[src/design/fsw_status_map.vh]
// constants of the flash status register and write enable latch block
// assumes a 100 MHz system clock and serial pins sampled by that clock
`ifndef FSW_STATUS_MAP_VH
`define FSW_STATUS_MAP_VH

// status register fields
`define FSW_ST_BUSY 0
`define FSW_ST_WEL 1
`define FSW_ST_BP_LO 2
`define FSW_ST_BP_HI 5
`define FSW_ST_QE 6
`define FSW_ST_LOCK 7
`define FSW_ST_RESET 8'h00
`define FSW_NV_RESET 6'h00

// status write cycle time
`define FSW_CLK_PERIOD_NS 10
`define FSW_STATUS_WRITE_CMD_TIME_NS 10000
// 10000 ns at 10 ns a cycle, sized to the 12-bit cycle timer
`define FSW_STATUS_WRITE_CMD_CYCLES 12'h3E8

// block geometry: 1024 blocks of 64KB
`define FSW_BLK_LSB 16
`define FSW_BLK_MSB 25
`define FSW_BLK_TOTAL 11'h400

// opcodes
`define FSW_OP_RDSR 8'h05
`define FSW_OP_WRITE_ENABLE_CMD 8'h06
`define FSW_OP_WRITE_DISABLE_CMD 8'h04
`define FSW_OP_STATUS_WRITE_CMD 8'h01
`define FSW_OP_RST_EN 8'h66
`define FSW_OP_RST 8'h99
`define FSW_OP_SUSP_A 8'h75
`define FSW_OP_SUSP_B 8'hB0
`define FSW_OP_PP 8'h02
`define FSW_OP_PP4 8'h12
`define FSW_OP_PPQ 8'h32
`define FSW_OP_PPQ4 8'h34
`define FSW_OP_PPQIO 8'h38
`define FSW_OP_PPQIO4 8'h3E
`define FSW_OP_SER_A 8'hD7
`define FSW_OP_SER_B 8'h20
`define FSW_OP_SER4 8'h21
`define FSW_OP_BE32 8'h52
`define FSW_OP_BE32_4 8'h5C
`define FSW_OP_BE64 8'hD8
`define FSW_OP_BE64_4 8'hDC
`define FSW_OP_CE_A 8'hC7
`define FSW_OP_CE_B 8'h60
`define FSW_OP_WRFR 8'h42
`define FSW_OP_RPNV 8'h65
`define FSW_OP_RPV 8'h63
`define FSW_OP_ERPNV 8'h85
`define FSW_OP_ERPV 8'h83
`define FSW_OP_IRER 8'h64
`define FSW_OP_IRP 8'h62
`define FSW_OP_BANKNV 8'h18
`define FSW_OP_BANKV 8'hC5
`define FSW_OP_DYB4 8'hFB
`define FSW_OP_DYB 8'hE1
`define FSW_OP_PPB 8'hFD
`define FSW_OP_PPB4 8'hE3
`define FSW_OP_ERPPB 8'hE4
`define FSW_OP_PGASP 8'h2F
`define FSW_OP_WRPLB 8'hA6
`define FSW_OP_FRZ 8'h91
`define FSW_OP_GLOCK 8'h7E
`define FSW_OP_GUNLOCK 8'h98
`define FSW_OP_PGPWD 8'hE8
`define FSW_OP_DLPNV 8'h43
`define FSW_OP_DLPV 8'h4A
`define FSW_OP_RPV_ALT 8'hC0
`define FSW_OP_BANKV_ALT 8'h17

`endif

[src/design/fsw_nv_store.v]
// non-volatile status cells: lock, quad enable and four protect bits
// assumes writes arrive as one-cycle strobes from the status logic
`timescale 1ns/100ps
`include "fsw_status_map.vh"
module fsw_nv_store (
  input wire clk_i,
  input wire rst_n_i,
  input wire ce_i,
  input wire wr_i,
  input wire [5:0] wdata_i,
  output reg [5:0] rdata_o
);
  reg [5:0] cells;

  // reset stands for the factory default of the cells
  always @(posedge clk_i or negedge rst_n_i) begin
    if (!rst_n_i) begin
      cells <= `FSW_NV_RESET;
      rdata_o <= `FSW_NV_RESET;
    end else if (ce_i) begin
      if (wr_i) begin
        cells <= wdata_i;
      end
      rdata_o <= cells;
    end
  end
endmodule // fsw_nv_store

[src/design/fsw_status_we.v]
// status register, write enable latch and write gating of a serial flash
// assumes serial pins synchronous to clk_i, sck at most a quarter of clk_i,
// and an array engine outside that runs the operations it is handed
`timescale 1ns/100ps
`include "fsw_status_map.vh"
module fsw_status_we (
  input wire clk_i,
  input wire rst_n_i,
  input wire ce_i,
  input wire cs_n_i,
  input wire sck_i,
  input wire si_i,
  input wire wp_n_i,
  input wire top_bottom_select_i,
  input wire op_done_i,
  output reg so_o,
  output reg so_oe_o,
  output reg [7:0] device_status_o,
  output reg quad_pins_o,
  output reg wp_hold_pins_o,
  output reg op_req_o,
  output reg [7:0] op_code_o,
  output reg [31:0] op_addr_o,
  output reg op_suspend_o,
  output reg op_abort_o,
  output reg [7:0] prog_data_o,
  output reg prog_data_vld_o
);
  localparam ST_OPC = 3'd0;
  localparam ST_ADDR = 3'd1;
  localparam ST_DATA = 3'd2;
  localparam ST_SRD = 3'd3;
  localparam ST_SKIP = 3'd4;

  reg [2:0] state;
  reg sck_q;
  reg cs_q;
  reg [2:0] bit_cnt;
  reg [6:0] shreg;
  reg [2:0] byte_cnt;
  reg [7:0] opcode;
  reg [31:0] addr;
  reg [7:0] wr_data;
  reg have_data;
  reg [7:0] out_sh;
  reg [2:0] out_cnt;
  reg write_enable_latch;
  reg write_in_progress;
  reg eng_busy;
  reg eng_pe;
  reg rst_arm;
  reg [11:0] status_write_cmd_tmr;
  reg nv_wr;
  reg [5:0] nv_wdata;
  wire [5:0] nv_rdata;

  wire [7:0] rx_byte;
  wire sck_rise;
  wire sck_fall;
  wire cs_rise;
  wire [3:0] block_protect;
  wire quad_enable;
  wire status_write_lock;
  wire [7:0] status_now;
  wire area_hit;

  // opcodes that must follow a write enable
  function needs_wel;
    input [7:0] op;
    begin
      case (op)
        `FSW_OP_PP, `FSW_OP_PP4, `FSW_OP_PPQ, `FSW_OP_PPQ4,
        `FSW_OP_PPQIO, `FSW_OP_PPQIO4: needs_wel = 1'b1;
        `FSW_OP_SER_A, `FSW_OP_SER_B, `FSW_OP_SER4, `FSW_OP_BE32,
        `FSW_OP_BE32_4, `FSW_OP_BE64, `FSW_OP_BE64_4, `FSW_OP_CE_A,
        `FSW_OP_CE_B: needs_wel = 1'b1;
        `FSW_OP_STATUS_WRITE_CMD, `FSW_OP_WRFR, `FSW_OP_RPNV, `FSW_OP_RPV,
        `FSW_OP_ERPNV, `FSW_OP_ERPV, `FSW_OP_IRER, `FSW_OP_IRP,
        `FSW_OP_BANKNV, `FSW_OP_BANKV: needs_wel = 1'b1;
        `FSW_OP_DYB4, `FSW_OP_DYB, `FSW_OP_PPB, `FSW_OP_PPB4,
        `FSW_OP_ERPPB, `FSW_OP_PGASP, `FSW_OP_WRPLB, `FSW_OP_FRZ,
        `FSW_OP_GLOCK, `FSW_OP_GUNLOCK, `FSW_OP_PGPWD, `FSW_OP_DLPNV,
        `FSW_OP_DLPV: needs_wel = 1'b1;
        default: needs_wel = 1'b0;
      endcase
    end
  endfunction

  // number of address bytes that follow the opcode
  function [2:0] addr_len;
    input [7:0] op;
    begin
      case (op)
        `FSW_OP_PP4, `FSW_OP_PPQ4, `FSW_OP_PPQIO4, `FSW_OP_SER4,
        `FSW_OP_BE32_4, `FSW_OP_BE64_4, `FSW_OP_DYB4,
        `FSW_OP_PPB4: addr_len = 3'd4;
        `FSW_OP_PP, `FSW_OP_PPQ, `FSW_OP_PPQIO, `FSW_OP_SER_A,
        `FSW_OP_SER_B, `FSW_OP_BE32, `FSW_OP_BE64, `FSW_OP_DYB,
        `FSW_OP_PPB: addr_len = 3'd3;
        default: addr_len = 3'd0;
      endcase
    end
  endfunction

  // program or erase that targets an address
  function is_pe;
    input [7:0] op;
    begin
      case (op)
        `FSW_OP_PP, `FSW_OP_PP4, `FSW_OP_PPQ, `FSW_OP_PPQ4,
        `FSW_OP_PPQIO, `FSW_OP_PPQIO4, `FSW_OP_SER_A, `FSW_OP_SER_B,
        `FSW_OP_SER4, `FSW_OP_BE32, `FSW_OP_BE32_4, `FSW_OP_BE64,
        `FSW_OP_BE64_4: is_pe = 1'b1;
        default: is_pe = 1'b0;
      endcase
    end
  endfunction

  function is_prog;
    input [7:0] op;
    begin
      case (op)
        `FSW_OP_PP, `FSW_OP_PP4, `FSW_OP_PPQ, `FSW_OP_PPQ4,
        `FSW_OP_PPQIO, `FSW_OP_PPQIO4: is_prog = 1'b1;
        default: is_prog = 1'b0;
      endcase
    end
  endfunction

  // commands still heard while an operation runs
  function busy_ok;
    input [7:0] op;
    begin
      case (op)
        `FSW_OP_RDSR, `FSW_OP_RST_EN, `FSW_OP_RST, `FSW_OP_SUSP_A,
        `FSW_OP_SUSP_B: busy_ok = 1'b1;
        default: busy_ok = 1'b0;
      endcase
    end
  endfunction

  // protected area test for one 64KB block
  function prot_hit;
    input [3:0] bp;
    input top_bottom_select;
    input [9:0] blk;
    reg [10:0] cnt;
    begin
      cnt = 11'h000;
      case (bp)
        4'hA: cnt = 11'h200;
        4'hB: cnt = 11'h300;
        4'hC: cnt = 11'h380;
        4'hD: cnt = 11'h3C0;
        4'hE: cnt = 11'h3E0;
        4'hF: cnt = `FSW_BLK_TOTAL;
        4'h0: cnt = 11'h000;
        default: cnt = 11'h001 << (bp - 4'h1);
      endcase
      if (top_bottom_select) begin
        prot_hit = ({1'b0, blk} < cnt);
      end else begin
        prot_hit = ({1'b0, blk} >= (`FSW_BLK_TOTAL - cnt));
      end
    end
  endfunction

  assign rx_byte = {shreg, si_i};
  assign sck_rise = sck_i & ~sck_q & ~cs_n_i;
  assign sck_fall = ~sck_i & sck_q & ~cs_n_i;
  assign cs_rise = cs_n_i & ~cs_q;
  assign block_protect = nv_rdata[3:0];
  assign quad_enable = nv_rdata[4];
  assign status_write_lock = nv_rdata[5];
  assign status_now = {nv_rdata, write_enable_latch,
    write_in_progress};
  assign area_hit = prot_hit(block_protect, top_bottom_select_i,
    addr[`FSW_BLK_MSB:`FSW_BLK_LSB]);

  fsw_nv_store u_nv (
    .clk_i(clk_i),
    .rst_n_i(rst_n_i),
    .ce_i(ce_i),
    .wr_i(nv_wr),
    .wdata_i(nv_wdata),
    .rdata_o(nv_rdata)
  );

  always @(posedge clk_i or negedge rst_n_i) begin
    if (!rst_n_i) begin
      state <= ST_OPC;
      sck_q <= 1'b0;
      cs_q <= 1'b1;
      bit_cnt <= 3'd0;
      shreg <= 7'h00;
      byte_cnt <= 3'd0;
      opcode <= 8'h00;
      addr <= 32'h00000000;
      wr_data <= 8'h00;
      have_data <= 1'b0;
      out_sh <= 8'h00;
      out_cnt <= 3'd0;
      write_enable_latch <= 1'b0;
      write_in_progress <= 1'b0;
      eng_busy <= 1'b0;
      eng_pe <= 1'b0;
      rst_arm <= 1'b0;
      status_write_cmd_tmr <= 12'h000;
      nv_wr <= 1'b0;
      nv_wdata <= 6'h00;
      so_o <= 1'b0;
      so_oe_o <= 1'b0;
      device_status_o <= `FSW_ST_RESET;
      quad_pins_o <= 1'b0;
      wp_hold_pins_o <= 1'b1;
      op_req_o <= 1'b0;
      op_code_o <= 8'h00;
      op_addr_o <= 32'h00000000;
      op_suspend_o <= 1'b0;
      op_abort_o <= 1'b0;
      prog_data_o <= 8'h00;
      prog_data_vld_o <= 1'b0;
    end else if (ce_i) begin
      sck_q <= sck_i;
      cs_q <= cs_n_i;
      op_req_o <= 1'b0;
      op_suspend_o <= 1'b0;
      op_abort_o <= 1'b0;
      prog_data_vld_o <= 1'b0;
      nv_wr <= 1'b0;
      device_status_o <= status_now;
      quad_pins_o <= quad_enable;
      wp_hold_pins_o <= ~quad_enable;
      // status write cycle timing
      if (status_write_cmd_tmr != 12'h000) begin
        status_write_cmd_tmr <= status_write_cmd_tmr - 12'h001;
        if (status_write_cmd_tmr == 12'h001) begin
          write_in_progress <= 1'b0;
          write_enable_latch <= 1'b0;
        end
      end
      // engine finished, passed or failed alike
      if (op_done_i && eng_busy) begin
        eng_busy <= 1'b0;
        eng_pe <= 1'b0;
        write_in_progress <= 1'b0;
        write_enable_latch <= 1'b0;
      end
      if (cs_n_i) begin
        state <= ST_OPC;
        bit_cnt <= 3'd0;
        so_oe_o <= 1'b0;
        have_data <= 1'b0;
      end else if (sck_rise) begin
        shreg <= rx_byte[6:0];
        bit_cnt <= bit_cnt + 3'd1;
        if (bit_cnt == 3'd7) begin
          case (state)
            ST_OPC: begin
              opcode <= rx_byte;
              byte_cnt <= 3'd0;
              addr <= 32'h00000000;
              if (write_in_progress && !busy_ok(rx_byte)) begin
                state <= ST_SKIP;
              end else if (rx_byte == `FSW_OP_RDSR) begin
                state <= ST_SRD;
                out_sh <= status_now;
                out_cnt <= 3'd0;
              end else if (addr_len(rx_byte) != 3'd0) begin
                state <= ST_ADDR;
              end else begin
                state <= ST_DATA;
              end
            end
            ST_ADDR: begin
              addr <= {addr[23:0], rx_byte};
              byte_cnt <= byte_cnt + 3'd1;
              if (byte_cnt == addr_len(opcode) - 3'd1) begin
                state <= ST_DATA;
              end
            end
            ST_DATA: begin
              if (!have_data) begin
                wr_data <= rx_byte;
                have_data <= 1'b1;
              end
              // data only flows into a program that may run
              if (is_prog(opcode) && write_enable_latch && !area_hit) begin
                prog_data_o <= rx_byte;
                prog_data_vld_o <= 1'b1;
              end
            end
            default: begin
              state <= state;
            end
          endcase
        end
      end else if (sck_fall && state == ST_SRD) begin
        so_oe_o <= 1'b1;
        so_o <= out_sh[7];
        out_cnt <= out_cnt + 3'd1;
        // reload after each byte so the register streams again
        if (out_cnt == 3'd7) begin
          out_sh <= status_now;
        end else begin
          out_sh <= {out_sh[6:0], 1'b0};
        end
      end
      // commands act on select rising after whole bytes only
      if (cs_rise && bit_cnt == 3'd0 && state == ST_DATA) begin
        rst_arm <= (opcode == `FSW_OP_RST_EN);
        if (opcode == `FSW_OP_WRITE_ENABLE_CMD) begin
          write_enable_latch <= 1'b1;
        end else if (opcode == `FSW_OP_WRITE_DISABLE_CMD) begin
          write_enable_latch <= 1'b0;
        end else if (opcode == `FSW_OP_RST) begin
          if (rst_arm) begin
            write_enable_latch <= 1'b0;
            write_in_progress <= 1'b0;
            eng_busy <= 1'b0;
            eng_pe <= 1'b0;
            status_write_cmd_tmr <= 12'h000;
            op_abort_o <= 1'b1;
          end
        end else if (opcode == `FSW_OP_RST_EN) begin
          // arming must survive a busy period, reset is heard while busy
          rst_arm <= 1'b1;
        end else if (opcode == `FSW_OP_SUSP_A ||
            opcode == `FSW_OP_SUSP_B) begin
          if (eng_busy && eng_pe) begin
            op_suspend_o <= 1'b1;
          end
        end else if (write_in_progress) begin
          rst_arm <= 1'b0;
        end else if (needs_wel(opcode) && !write_enable_latch) begin
          rst_arm <= 1'b0;
        end else if (opcode == `FSW_OP_STATUS_WRITE_CMD) begin
          // the latch is left as is here; it clears when the cycle ends
          if (have_data && !(status_write_lock && !wp_n_i)) begin
            nv_wr <= 1'b1;
            nv_wdata <= wr_data[`FSW_ST_LOCK:`FSW_ST_BP_LO];
            write_in_progress <= 1'b1;
            status_write_cmd_tmr <= `FSW_STATUS_WRITE_CMD_CYCLES;
          end
        end else if (opcode == `FSW_OP_CE_A || opcode == `FSW_OP_CE_B) begin
          if (block_protect == 4'h0) begin
            op_req_o <= 1'b1;
            op_code_o <= opcode;
            op_addr_o <= 32'h00000000;
            write_in_progress <= 1'b1;
            eng_busy <= 1'b1;
            eng_pe <= 1'b1;
          end
        end else if (is_pe(opcode)) begin
          if (!area_hit) begin
            op_req_o <= 1'b1;
            op_code_o <= opcode;
            op_addr_o <= addr;
            write_in_progress <= 1'b1;
            eng_busy <= 1'b1;
            eng_pe <= 1'b1;
          end
        end else if (needs_wel(opcode)) begin
          op_req_o <= 1'b1;
          op_code_o <= opcode;
          op_addr_o <= addr;
          write_in_progress <= 1'b1;
          eng_busy <= 1'b1;
        end else if (opcode == `FSW_OP_RPV_ALT ||
            opcode == `FSW_OP_BANKV_ALT) begin
          // volatile writes: handed over, no busy period
          op_req_o <= 1'b1;
          op_code_o <= opcode;
          op_addr_o <= {24'h000000, wr_data};
        end
      end
    end
  end
endmodule // fsw_status_we

[config.mk]
export PLATFORM = sky130hd
export DESIGN_NAME = fsw_status_we
export DESIGN_NICKNAME = d
export VERILOG_FILES = /design/src/design/fsw_nv_store.v /design/src/design/fsw_status_we.v
export VERILOG_INCLUDE_DIRS = /design/src /design/src/design
export SDC_FILE = /design/constraint.sdc
export NUM_CORES = 1
export LEC_CHECK = 0
export ABC_CLOCK_PERIOD_IN_PS = 4900
export BUFFER_PORTS_ARGS = -buffer_cell sky130_fd_sc_hd__buf_2
export CAP_MARGIN = 20
export CORE_MARGIN = 2
export CORE_UTILIZATION = 60
export DETAILED_ROUTE_END_ITERATION = 10
export PLACE_DENSITY = 0.8
export RECOVER_POWER = 50
export SYNTH_ARGS = -nofsm -noshare
export SYNTH_HDL_FRONTEND = slang
export SYNTH_SLANG_ARGS = --single-unit
[constraint.sdc]
create_clock -name clk_i -period 4.9 [get_ports clk_i]
set_clock_uncertainty 0.2 [all_clocks]
set_input_delay 0.245 -clock clk_i [delete_from_list [all_inputs] [get_ports clk_i]]
set_output_delay 0.245 -clock clk_i [all_outputs]
set_load 0.02 [all_outputs]
==> qor_table.md, run 1 <==
| Group | Item | Reported |
|:---|:---|:---|
| status | Status | finished with violations |
| status | Failing checks | capacitance limit, slew limit |
| timing | Setup TNS Final | 0 ps |
| power | Power density relative to cell area | 302 mW/mm² |
| global route | Global router's overall resource usage | 28.1% |
| cts | Total clock buffers created by CTS | 17 |
| cells and area | Most frequent standard cell in the layout excluding fill and tap cells | dfrtp_1 |
| global route | Largest net degree at the start of global routing | 97 |
| detailed routing | Count of routing violations after the opening detailed-route iteration | 641 |
| cts | H-tree level count | 4 |
| setup path | Critical path start-end classification | register to register |
| timing | Setup repair after global routing missed its margin | false |
| die | Die X-Extent | 131 µm |
| yosys | YS warnings | 0 |
| die | Number of placement rows | 46 |
| yosys | Post-synth top area share | 45.2% |
| power | Cell leakage power | 0.00527 µW |
| setup path | Type of destination of the critical path | register |
| yosys | Mapped cell area | 0.00968 mm² |
| detailed routing | Drt via density | 6.03 |
| timing | Final slew viol count | 97 |
| timing | Period utilization | 92.0% |
| cts | Root Buffer Master | clkbuf_16 |
| timing | Total setup violations reported at the end of the flow | 0 |
| cells and area | Layout Cell Area excl Fill | 0.0107 mm² |
| yosys | Synthesized area divided by synthesized cell count | 9.71 µm² |
| cts | Clock-pin slew on the worst setup and hold paths | 70 ps |
| power | Switching Fraction | 26.7% |
| die | Area of the die | 0.0172 mm² |
| detailed routing | Routed vias | 7708 |
| power | Part of the power in registers | 50.1% |
| cells and area | Nets@finish | 1087 |
| power | VDD IR max | 0.461 mV |
| timing | Max frequency | 0.222 GHz |
| detailed routing | Post-DRT Antenna Nets | 0 |
| setup path | Arrival time reported for the critical path endpoint | 4670 ps |
| cells and area | Share of final-layout standard cells stronger than drive strength 1 | 13.5% |
| global route | Global-route wire length before repair | 37500 µm |
| power | Clk network pwr share | 42.9% |
| timing | Final worst path period need | 4510 ps |
| yosys | Simple-gate area share of the yosys netlist | 20.7% |
| global route | Number of antenna violations at the first check in global routing | 0 |
| min path | Kind of path behind the tightest hold check | primary input to register |
| yosys | Synth Net Count | 1035 |
| global route | Via count of the first global-routing pass | 7313 |
| setup path | Worst Path Required | 5060 ps |
| detailed routing | Post-detailed-routing wire length | 23100 µm |
| yosys | Leading area contributor after synthesis | dfrtp_1 |
| yosys | Adder and majority gate portion of the synthesized area | 3.85% |
| die | Initial core utilization | 61.2% |
| detailed routing | TritonRoute pass-1 iters | 5 |
| cts | Later-pin clock latency in the skew report | 450 ps |
| yosys | Synth async-reset ratio | 100% |
| setup path | Setup crit start kind | register |
| yosys | Number of storage elements in the synthesis netlist | 177 |
| placement | Placer Congestion | 0.907 |
| power | Net switching power figure | 865 µW |
| timing | Headroom to the max-slew limit | -57.1% |
| yosys | Xor and xnor area share after synthesis | 0.724% |
| yosys | Compound-cell area share of the yosys netlist | 10.9% |
| job | Number of maximum-capacitance constraint violations | 1 |
| setup path | Highest net fanout along the worst path | 22 |
| yosys | Top cells by area in the synthesized netlist | dfrtp_1, nand2_1, mux2_2, mux2i_1, ha_1 |
| power | Combinational group share of total power | 7.0% |
| cells and area | Area growth from synthesis to layout | 10.8% |
| yosys | Multiplexer fraction of the synthesized cell area | 12.8% |
| cts | Clk buf depth | 2 |
| placement | Number of port buffers | 72 |
| cts | TritonCTS clock tree | yes |
| placement | Sum of net half-perimeters after detailed placement | 15300 µm |
| cts | Number of sinks handled by clock tree synthesis | 177 |
| die | Die Y-Extent | 131 µm |
| cells and area | Number of inserted filler cells in the final layout | 1242 |
| timing | Slew at the pin closest to its max-slew limit | 2360 ps |
| detailed routing | DRC violations left | 0 |
| global route | Final global-route overflow total | 0 |
| detailed routing | Drt wl/cell | 18.1 µm |
| cts | Buffer count from post-CTS setup fixing | 0 |
| placement | Post-Place Cell Area | 0.0102 mm² |
| timing | Hold violation total from the final report | 0 |
| yosys | Dominant synthesized flop cell | dfrtp_1 |
| yosys | Yosys cell types | 76 |
| yosys | Combinational family with the most area after synthesis | simple AND/OR/NAND/NOR gates |
| die | IO Pins | 73 |
| power | Power Internal | 2370 µW |
| yosys | Post-Synthesis Cells | 997 |
| yosys | Proportion of synthesized chip area in sequential cells | 45.8% |
| die | Core Footprint | 0.0158 mm² |
| cells and area | Top library cells by usage in the layout, fill and taps aside | dfrtp_1, nand2_1, clkbuf_1 |
| cells and area | Antenna diode instance count | 0 |
| yosys | Number of flops mapped to enable cells by yosys | 0 |
==> layer usage <==
layer  part of all wire, %  track usage, %  up-vias
met5                     0               0        -
met4                   1.6            8.82        0
met3                   5.7            5.70       28
met2                    47            44.4      269
met1                    45            39.4     3779
li1                      -               -     3632
==> sequential cells by signal, indices dropped and copies added, names as in the netlist, 3 cells and up <==
name / cells
addr: 32
u_nv.rdata_o: 6
op_addr_o: 32
out_sh: 8
wr_data: 8
state: 3
op_code_o: 8
shreg: 7
status_write_cmd_tmr: 12
bit_cnt: 3
device_status_o: 8
opcode: 8
nv_wdata: 6
u_nv.cells: 6
out_cnt: 3
prog_data_o: 8
byte_cnt: 3
==> Yosys cell counts (all sizes together), types with 12 or more instances <==
| cell | count |
|---|---|
| a21oi | 22 |
| buf | 22 |
| clkbuf | 44 |
| dfrtp | 175 |
| ha | 29 |
| inv | 48 |
| mux2 | 67 |
| mux2i | 42 |
| nand2 | 169 |
| nand2b | 16 |
| nand3 | 46 |
| nand4 | 15 |
| nor2 | 51 |
| nor2b | 14 |
| nor3 | 16 |
| nor4 | 15 |
| o21ai | 55 |
| or3 | 12 |
==> final cells by class <==
cell class / instances / area, µm² / area share (%)
sequential: 177 / 4430 / 41.3
timing repair buffer: 99 / 500 / 4.66
clock buffer: 18 / 429 / 4.00
tap: 216 / 270 / 2.52
inverter: 48 / 180 / 1.68
clock inverter: 14 / 171 / 1.60
multi-input combinational: 706 / 4750 / 44.2
==> power groups by stage <==
stage	logic [µW]	clock network (µW)	registers, µW
after floorplan	203	0	1570
after global placement	216	0	1650
after detailed placement	223	0	1650
after CTS	227	1400	1620
after global routing	254	1470	1630
final	226	1390	1620
==> final timing paths <==
| kind | start | end | slack, ps | cells past startpoint |
|---|---|---|---|---|
| worst max-delay path | u_nv.rdata_o[2] | op_addr_o[20] | 390 | 16 |
| worst max register to register | u_nv.rdata_o[2] | op_addr_o[20] | 390 | 16 |
| worst min register to register | addr[26] | addr[26] | 280 | 2 |
| worst min-delay path | ce_i | bit_cnt[0] | 40 | 4 |
| max in group asynchronous | rst_n_i | state[0] | 1730 | 3 |
| min in group asynchronous | rst_n_i | status_write_cmd_tmr[3] | 840 | 2 |
==> worst max-delay path, stage by stage (launching register included) <==
cell      delay (ps)
dfrtp_1          380
nor2_1           320
and2_1           210
inv_1             50
ha_1             300
xor2_1           190
a21oi_1          160
a21oi_1           80
a211oi_1         190
ha_1             170
nand4_1          100
or3_1            370
a311oi_1         580
nand2b_1         190
nand4_4          490
buf_12           240
mux2i_1          210
==> stage by stage <==
step,cells,setup slack [ps],hold WS [ps],utilization (%),power [µW]
after floorplan,997,835,-251,-,1780
after global placement,1240,575,183,64.2,1860
after detailed placement,1240,426,187,64.2,1870
after CTS,1277,387,4.20,68.3,3250
after global routing,1278,21.3,77.5,67.8,3350
final,1278,390,43.6,67.8,3240
==> cell families after synthesis <==
family	after synthesis
and+or+nand+nor	401
AOI/OAI and AO/OA	158
xor gates and xnor gates	8
adders and majority gates	30
DFF	177
buffers and inverters	114
muxes	109
==> repair_timing <==
action,4_1_cts,5_1_grt
hold endpoints to repair,98,0
hold buffers,5,0
resized for setup,0,0
(Power assumes the default switching activity.)
==> run 2: changes to the inputs <==
ABC_CLOCK_PERIOD_IN_PS = 4950   (was 4900)
SKIP_CTS_REPAIR_TIMING = 1   (was not set)
clock period = 4.95 ns   (was 4.9 ns; I/O delays follow)
==> run 2 against run 1 <==
The run ends with hold timing, capacitance limit, slew limit left; combinational power about the same; core utilization decreased by 0.19 points; clock power is essentially flat; routed wire length decreased by 1.8%; largest cell class unchanged; sequential share of layout area rose by 0.12 points; power decreased by 1.3%.
==> qor_table.md, run 2 (same netlist as run 1, synthesis figures left out) <==
| Group | Item | Reported | Change |
|:---|:---|:---|:---|
| status | Status | finished with violations |  |
| status | Failing checks | hold timing, capacitance limit, slew limit |  |
| placement | Worst setup timing slack at the placement stage | 222 ps | -203 ps |
| cells and area | Leading registers by flop count | addr: 32 flops, op_addr_o: 32 flops, status_write_cmd_tmr: 12 flops |  |
| timing | Setup repair after global routing missed its margin | false |  |
| die | Core Footprint | 0.0158 mm² | unchanged |
| timing | Max frequency | 0.218 GHz | -1.5% |
| detailed routing | DRC violations left | 0 | unchanged |
| cts | Clock-pin slew on the worst setup and hold paths | 70 ps | about the same |
| job | Number of maximum-capacitance constraint violations | 2 | +1 |
| timing | Final slew viol count | 146 | +51% |
| timing | Period utilization | 92.5% | +0.44 points |
| setup path | Highest net fanout along the worst path | 21 | -4.5% |
| cells and area | Nets@finish | 1082 | -0.46% |
| cts | H-tree level count | 4 | unchanged |
| placement | Number of port buffers | 72 | unchanged |
| global route | Final global-route overflow total | 0 | unchanged |
| global route | Via count of the first global-routing pass | 7300 | -0.18% |
| timing | Headroom to the max-slew limit | -60.2% | -3.1 points |
| detailed routing | Drt via density | 6.08 | +0.82% |
| cells and area | Most frequent standard cell in the layout excluding fill and tap cells | dfrtp_1 |  |
| timing | Total setup violations reported at the end of the flow | 0 | unchanged |
| min path | Kind of path behind the tightest hold check | primary input to register |  |
| placement | Sum of net half-perimeters after detailed placement | 15100 µm | -1.4% |
| cts | Total clock buffers created by CTS | 17 | unchanged |
| cts | Root Buffer Master | clkbuf_16 |  |
| detailed routing | Post-detailed-routing wire length | 22700 µm | -1.8% |
| detailed routing | Post-DRT Antenna Nets | 0 | unchanged |
| power | Power, Total | 3200 µW | -1.3% |
| die | Area of the die | 0.0172 mm² | unchanged |
| power | VDD IR max | 0.267 mV | -42% |
| timing | Hold violation total from the final report | 1 | +1 |
| detailed routing | Drt wl/cell | 17.8 µm | -1.4% |
| cts | Clk buf depth | 2 | unchanged |
| setup path | Worst Path Required | 4960 ps | -100 ps |
| cells and area | Antenna diode instance count | 0 | unchanged |
| detailed routing | Count of routing violations after the opening detailed-route iteration | 658 | +2.7% |
| timing | Setup TNS Final | 0 ps | unchanged |
| die | Die X-Extent | 131 µm | unchanged |
| global route | Number of antenna violations at the first check in global routing | 0 | unchanged |
| global route | Largest net degree at the start of global routing | 100 | +3.1% |
| cells and area | Area growth from synthesis to layout | 10.5% |  |
| die | Die Y-Extent | 131 µm | unchanged |
| die | Number of placement rows | 46 | unchanged |
| timing | Worst hold slack | -0.329 ps | -43.9 ps |
| cts | TritonCTS clock tree | yes |  |
| setup path | Arrival time reported for the critical path endpoint | 4590 ps | -80 ps |
| timing | Slew at the pin closest to its max-slew limit | 2400 ps | +46.8 ps |
| global route | Global-route wire length before repair | 37500 µm | about the same |
| power | Power density relative to cell area | 299 mW/mm² | -1.0% |
| detailed routing | Routed vias | 7741 | +0.43% |
| cts | Later-pin clock latency in the skew report | 430 ps | -20 ps |
| cells and area | Total area of sequential cells | 0.00443 mm² | unchanged |
| cts | Number of sinks handled by clock tree synthesis | 177 | unchanged |
| cells and area | Number of inserted filler cells in the final layout | 1226 | -1.3% |
| setup path | Type of destination of the critical path | register |  |
| cells and area | Combined area of the multi-input logic cells | 0.00475 mm² | +0.13% |
| die | IO Pins | 73 | unchanged |
| detailed routing | TritonRoute pass-1 iters | 7 | +2 |
| cells and area | Top library cells by usage in the layout, fill and taps aside | dfrtp_1, nand2_1, clkbuf_1 |  |
| timing | Final worst path period need | 4580 ps | +67.6 ps |
| power | Cell leakage power | 0.00525 µW | -0.45% |
| cells and area | Share of final-layout standard cells stronger than drive strength 1 | 13.2% | -0.22 points |
| setup path | Setup crit start kind | register |  |
| die | Initial core utilization | 61.2% | unchanged |
| setup path | Critical path start-end classification | register to register |  |
| placement | Placer Congestion | 0.934 | +3.0% |
| timing | Worst setup margin | 372 ps | -17.6 ps |
| global route | Global router's overall resource usage | 28.0% | -0.14 points |
run 2: cell count changes in the layout (fill, tap and decap cells not counted), sizes merged:
cell | before | now
buf | 26 | 21
bufinv | 2 | 1
clkbuf | 86 | 87
clkinv | 5 | 3
clkinvlp | 1 | 2
dlygate4sd3 | 5 | 4
inv | 54 | 56
run 2: area by class of cell:
cell class | instances | share of cell area, %
multi-input combinational | 706 | 44.4
sequential | 177 | 41.4
timing repair buffer | 94 | 4.29
clock buffer | 18 | 4.10
tap | 216 | 2.53
inverter | 48 | 1.68
clock inverter | 14 | 1.56
run 2: worst paths after layout:
| kind | slack (ps) | cells after the start | start | end |
|---|---|---|---|---|
| max reg2reg | 370 | 16 | u_nv.rdata_o[0] | op_req_o |
| min reg2reg | 270 | 2 | addr[28] | addr[28] |
| max in group asynchronous | 1690 | 3 | rst_n_i | device_status_o[0] |
| max | 370 | 16 | u_nv.rdata_o[0] | op_req_o |
| min in group asynchronous | 860 | 2 | rst_n_i | op_code_o[4] |
| min | -0.3 | 4 | op_done_i | eng_busy |
run 2: layer usage:
layer	routed length, µm	vias up	track usage, %
met4	532	0	9.39
met2	10600	286	43.8
met5	0	-	0
met1	10100	3786	39.2
li1	-	3629	-
met3	1450	40	5.78
run 2: where the power goes:
part	leakage (µW)	internal (µW)	switching (µW)
clock	0.000293	737	629
sequential	0.00229	1500	112
combinational	0.00266	92.6	131
run 2: worst max-delay path, cell delays in order, from the launching register on:
cell,delay (ps)
dfrtp_1,580
nor2b_1,250
and2_1,170
inv_1,50
ha_1,350
inv_1,130
a211oi_1,280
a21oi_1,70
a211oi_1,200
ha_1,170
nand4_1,100
or3_1,390
a311oi_2,440
nand2b_1,160
nand4_4,410
buf_12,260
o21ai_0,120
run 2: metrics by stage:
stage	hold WS (ps)	cell area, µm²	cells	util (%)
detailed placement	206	10100	1236	64.0
floorplan	-248	9680	997	-
CTS	-254	10700	1268	67.9
global route	4.75	10700	1273	67.6
global placement	203	10100	1236	64.0
finish	-0.329	10700	1273	67.6
==> run 3: changes to the inputs <==
CORE_UTILIZATION = 30   (was 60)
PLACE_DENSITY = not set   (was 0.8)
==> run 3 against run 2 <==
The flow finishes with violations (capacitance limit, slew limit); first-iteration DRC count grew 21%; sequential share of layout area shrank 0.82 points; worst setup slack better by 220 ps; cell area rose by 2.0%; die area increased by 96%; clock-buffer cell count stayed put; critical path type unchanged; highest routed layer unchanged.
==> qor_table.md, run 3 (same netlist as run 1, synthesis figures left out) <==
| Group | Item | Reported | Change |
|:---|:---|:---|:---|
| detailed routing | Highest metal used | met4 |  |
| placement | Number of port buffers | 72 | unchanged |
| status | Failing checks | capacitance limit, slew limit |  |
| cts | TritonCTS clock tree | yes |  |
| power | Power density relative to cell area | 289 mW/mm² | -3.3% |
| job | Number of maximum-capacitance constraint violations | 2 | unchanged |
| placement | Placer Congestion | 0.900 | -3.7% |
| detailed routing | Count of routing violations after the opening detailed-route iteration | 793 | +21% |
| timing | Final worst path period need | 4360 ps | -221 ps |
| cts | H-tree level count | 4 | unchanged |
| min path | Kind of path behind the tightest hold check | primary input to register |  |
| detailed routing | Post-DRT Antenna Nets | 0 | unchanged |
| detailed routing | TritonRoute pass-1 iters | 6 | -1 |
| timing | Final slew viol count | 229 | +57% |
| cells and area | Nets@finish | 1082 | unchanged |
| setup path | Highest net fanout along the worst path | 26 | +24% |
| detailed routing | Met3 routed WL | 1090 µm | -25% |
| placement | Sum of net half-perimeters after detailed placement | 17000 µm | +13% |
| global route | Global-route wire length before repair | 41300 µm | +10% |
| global route | Final global-route overflow total | 0 | unchanged |
| cts | Later-pin clock latency in the skew report | 440 ps | about the same |
| setup path | Cell with the largest stage delay on the worst path | dfrtp_1 |  |
| detailed routing | DRC violations left | 0 | unchanged |
| timing | Total setup violations reported at the end of the flow | 0 | unchanged |
| status | Status | finished with violations |  |
| cells and area | Share of final-layout standard cells stronger than drive strength 1 | 13.2% | unchanged |
| min path | Worst Hold End | eng_busy |  |
| cts | Number of sinks handled by clock tree synthesis | 177 | unchanged |
| die | Initial core utilization | 30.6% | -31 points |
| timing | Headroom to the max-slew limit | -62.1% | -1.8 points |
| cells and area | Top library cells by usage in the layout, fill and taps aside | dfrtp_1, nand2_1, clkbuf_1 |  |
| placement | Placed cells | 1423 | +15% |
| timing | Slew at the pin closest to its max-slew limit | 2430 ps | +27.7 ps |
| detailed routing | Met1 Wirelength | 12200 µm | +21% |
| die | Area of the die | 0.0337 mm² | +96% |
| setup path | Setup crit start kind | register |  |
| timing | Setup TNS Final | 0 ps | unchanged |
| setup path | Internal reg-to-reg setup slack | 590 ps | +220 ps |
| detailed routing | Routed vias | 7505 | -3.0% |
| cells and area | Final cell count without fillers | 1459 | +15% |
| power | Power, Total | 3160 µW | -1.3% |
| timing | Setup repair after global routing missed its margin | false |  |
| setup path | R2R depth | 16 | unchanged |
| min path | Startpoint of the lowest-slack hold path | op_done_i |  |
| timing | Period utilization | 88.0% | -4.5 points |
| timing | Worst hold slack | 0.352 ps | +0.681 ps |
| setup path | List of cells traversed by the critical path | buf_4 -> nor2_1 -> nand2_1 -> ha_1 -> inv_1 -> a2111oi_0 -> a21oi_1 -> ha_1 -> nand4_1 -> or3_1 -> a311oi_1 -> buf_4 -> nand2b_1 -> nand4_4 -> buf_12 -> mux2_4 |  |
| detailed routing | Drt wl/cell | 17.0 µm | -4.6% |
| setup path | Type of destination of the critical path | register |  |
| setup path | Startpoint of the worst register-to-register path | u_nv.rdata_o[0] |  |
| setup path | Arrival time reported for the critical path endpoint | 4480 ps | -110 ps |
| global route | Largest net degree at the start of global routing | 178 | +78% |
| global route | Number of antenna violations at the first check in global routing | 0 | unchanged |
| detailed routing | Routed met2 length | 11100 µm | +4.6% |
| die | Core Footprint | 0.0316 mm² | +100% |
| timing | Hold violation total from the final report | 0 | -1 |
| cells and area | Area growth from synthesis to layout | 12.7% |  |
| setup path | Critical path start-end classification | register to register |  |
| timing | Max frequency | 0.229 GHz | +5.1% |
| cells and area | Leading registers by flop count | addr: 32 flops, op_addr_o: 32 flops, status_write_cmd_tmr: 12 flops |  |
| cells and area | Most frequent standard cell in the layout excluding fill and tap cells | dfrtp_1 |  |
| setup path | Delay contributed by the slowest stage of the critical path | 450 ps | -130 ps |
| die | Die X-Extent | 184 µm | +40% |
| cells and area | Antenna diode instance count | 0 | unchanged |
| global route | Global router's overall resource usage | 15.4% | -13 points |
| cells and area | End-of-flow core utilization | 34.5% | -33 points |
| die | Die Y-Extent | 184 µm | +40% |
| power | Cell leakage power | 0.00524 µW | -0.18% |
| cts | Root Buffer Master | clkbuf_16 |  |
| global route | Via count of the first global-routing pass | 7367 | +0.92% |
| die | Number of placement rows | 65 | +41% |
| power | VDD IR max | 0.244 mV | -8.4% |
| cts | Clk buf depth | 2 | unchanged |
| die | IO Pins | 73 | unchanged |
| detailed routing | Drt via density | 5.14 | -15% |
| setup path | Worst Path Required | 5070 ps | +110 ps |
| setup path | Critical register-to-register path endpoint | op_addr_o[16] |  |
| cts | Total clock buffers created by CTS | 17 | unchanged |
| cts | Clock-pin slew on the worst setup and hold paths | 70 ps | about the same |
| min path | Worst Hold Depth | 4 | unchanged |
| detailed routing | Post-detailed-routing wire length | 24800 µm | +9.4% |
-- run 3: worst max-delay path by stage --
stage / slack [ps] / start / cells past startpoint / endpoint
after global placement: 620 / u_nv.rdata_o[0] / 17 / op_addr_o[16]
after floorplan: 890 / u_nv.rdata_o[0] / 18 / op_addr_o[0]
final: 590 / u_nv.rdata_o[0] / 16 / op_addr_o[16]
after global routing: 280 / u_nv.rdata_o[0] / 17 / op_addr_o[16]
after detailed placement: 590 / u_nv.rdata_o[0] / 17 / op_addr_o[5]
after CTS: 580 / u_nv.rdata_o[0] / 17 / op_addr_o[5]
-- run 3: power by group --
part / leakage, µW / internal (µW) / total, µW / switching (µW)
logic: 0.00266 / 93.5 / 224 / 130
registers: 0.00229 / 1500 / 1620 / 119
clock network: 0.000281 / 683 / 1320 / 634
-- run 3: area by class of cell --
class                      count  area, µm²
clock buffer                  18        439
clock inverter                14        141
fill                        3188      20700
inverter                      48        180
multi-input combinational    706       4750
sequential                   177       4430
tap                          402        503
timing repair buffer          94        469
-- run 3: per-layer routing --
layer	vias to the layer above	track usage (%)
li1	3631	-
met1	3655	22.3
met2	191	23.4
met3	28	2.91
met4	0	4.22
met5	-	0
-- run 3: stage by stage --
stage	setup WS [ps]	area (µm²)
floorplan	885	9680
global placement	619	10400
detailed placement	591	10400
CTS	581	11000
global route	277	10900
finish	593	10900
-- run 3: critical path, delay by kind of cell, from the launching register on --
kind                     cells  cell delay [ps]
adder cells (fa/ha/maj)      2              670
AO/OA/AOI/OAI                3              800
buffers and inverters        4              800
flip-flops                   1              450
AND/OR/NAND/NOR              6              970
multiplexers                 1              310
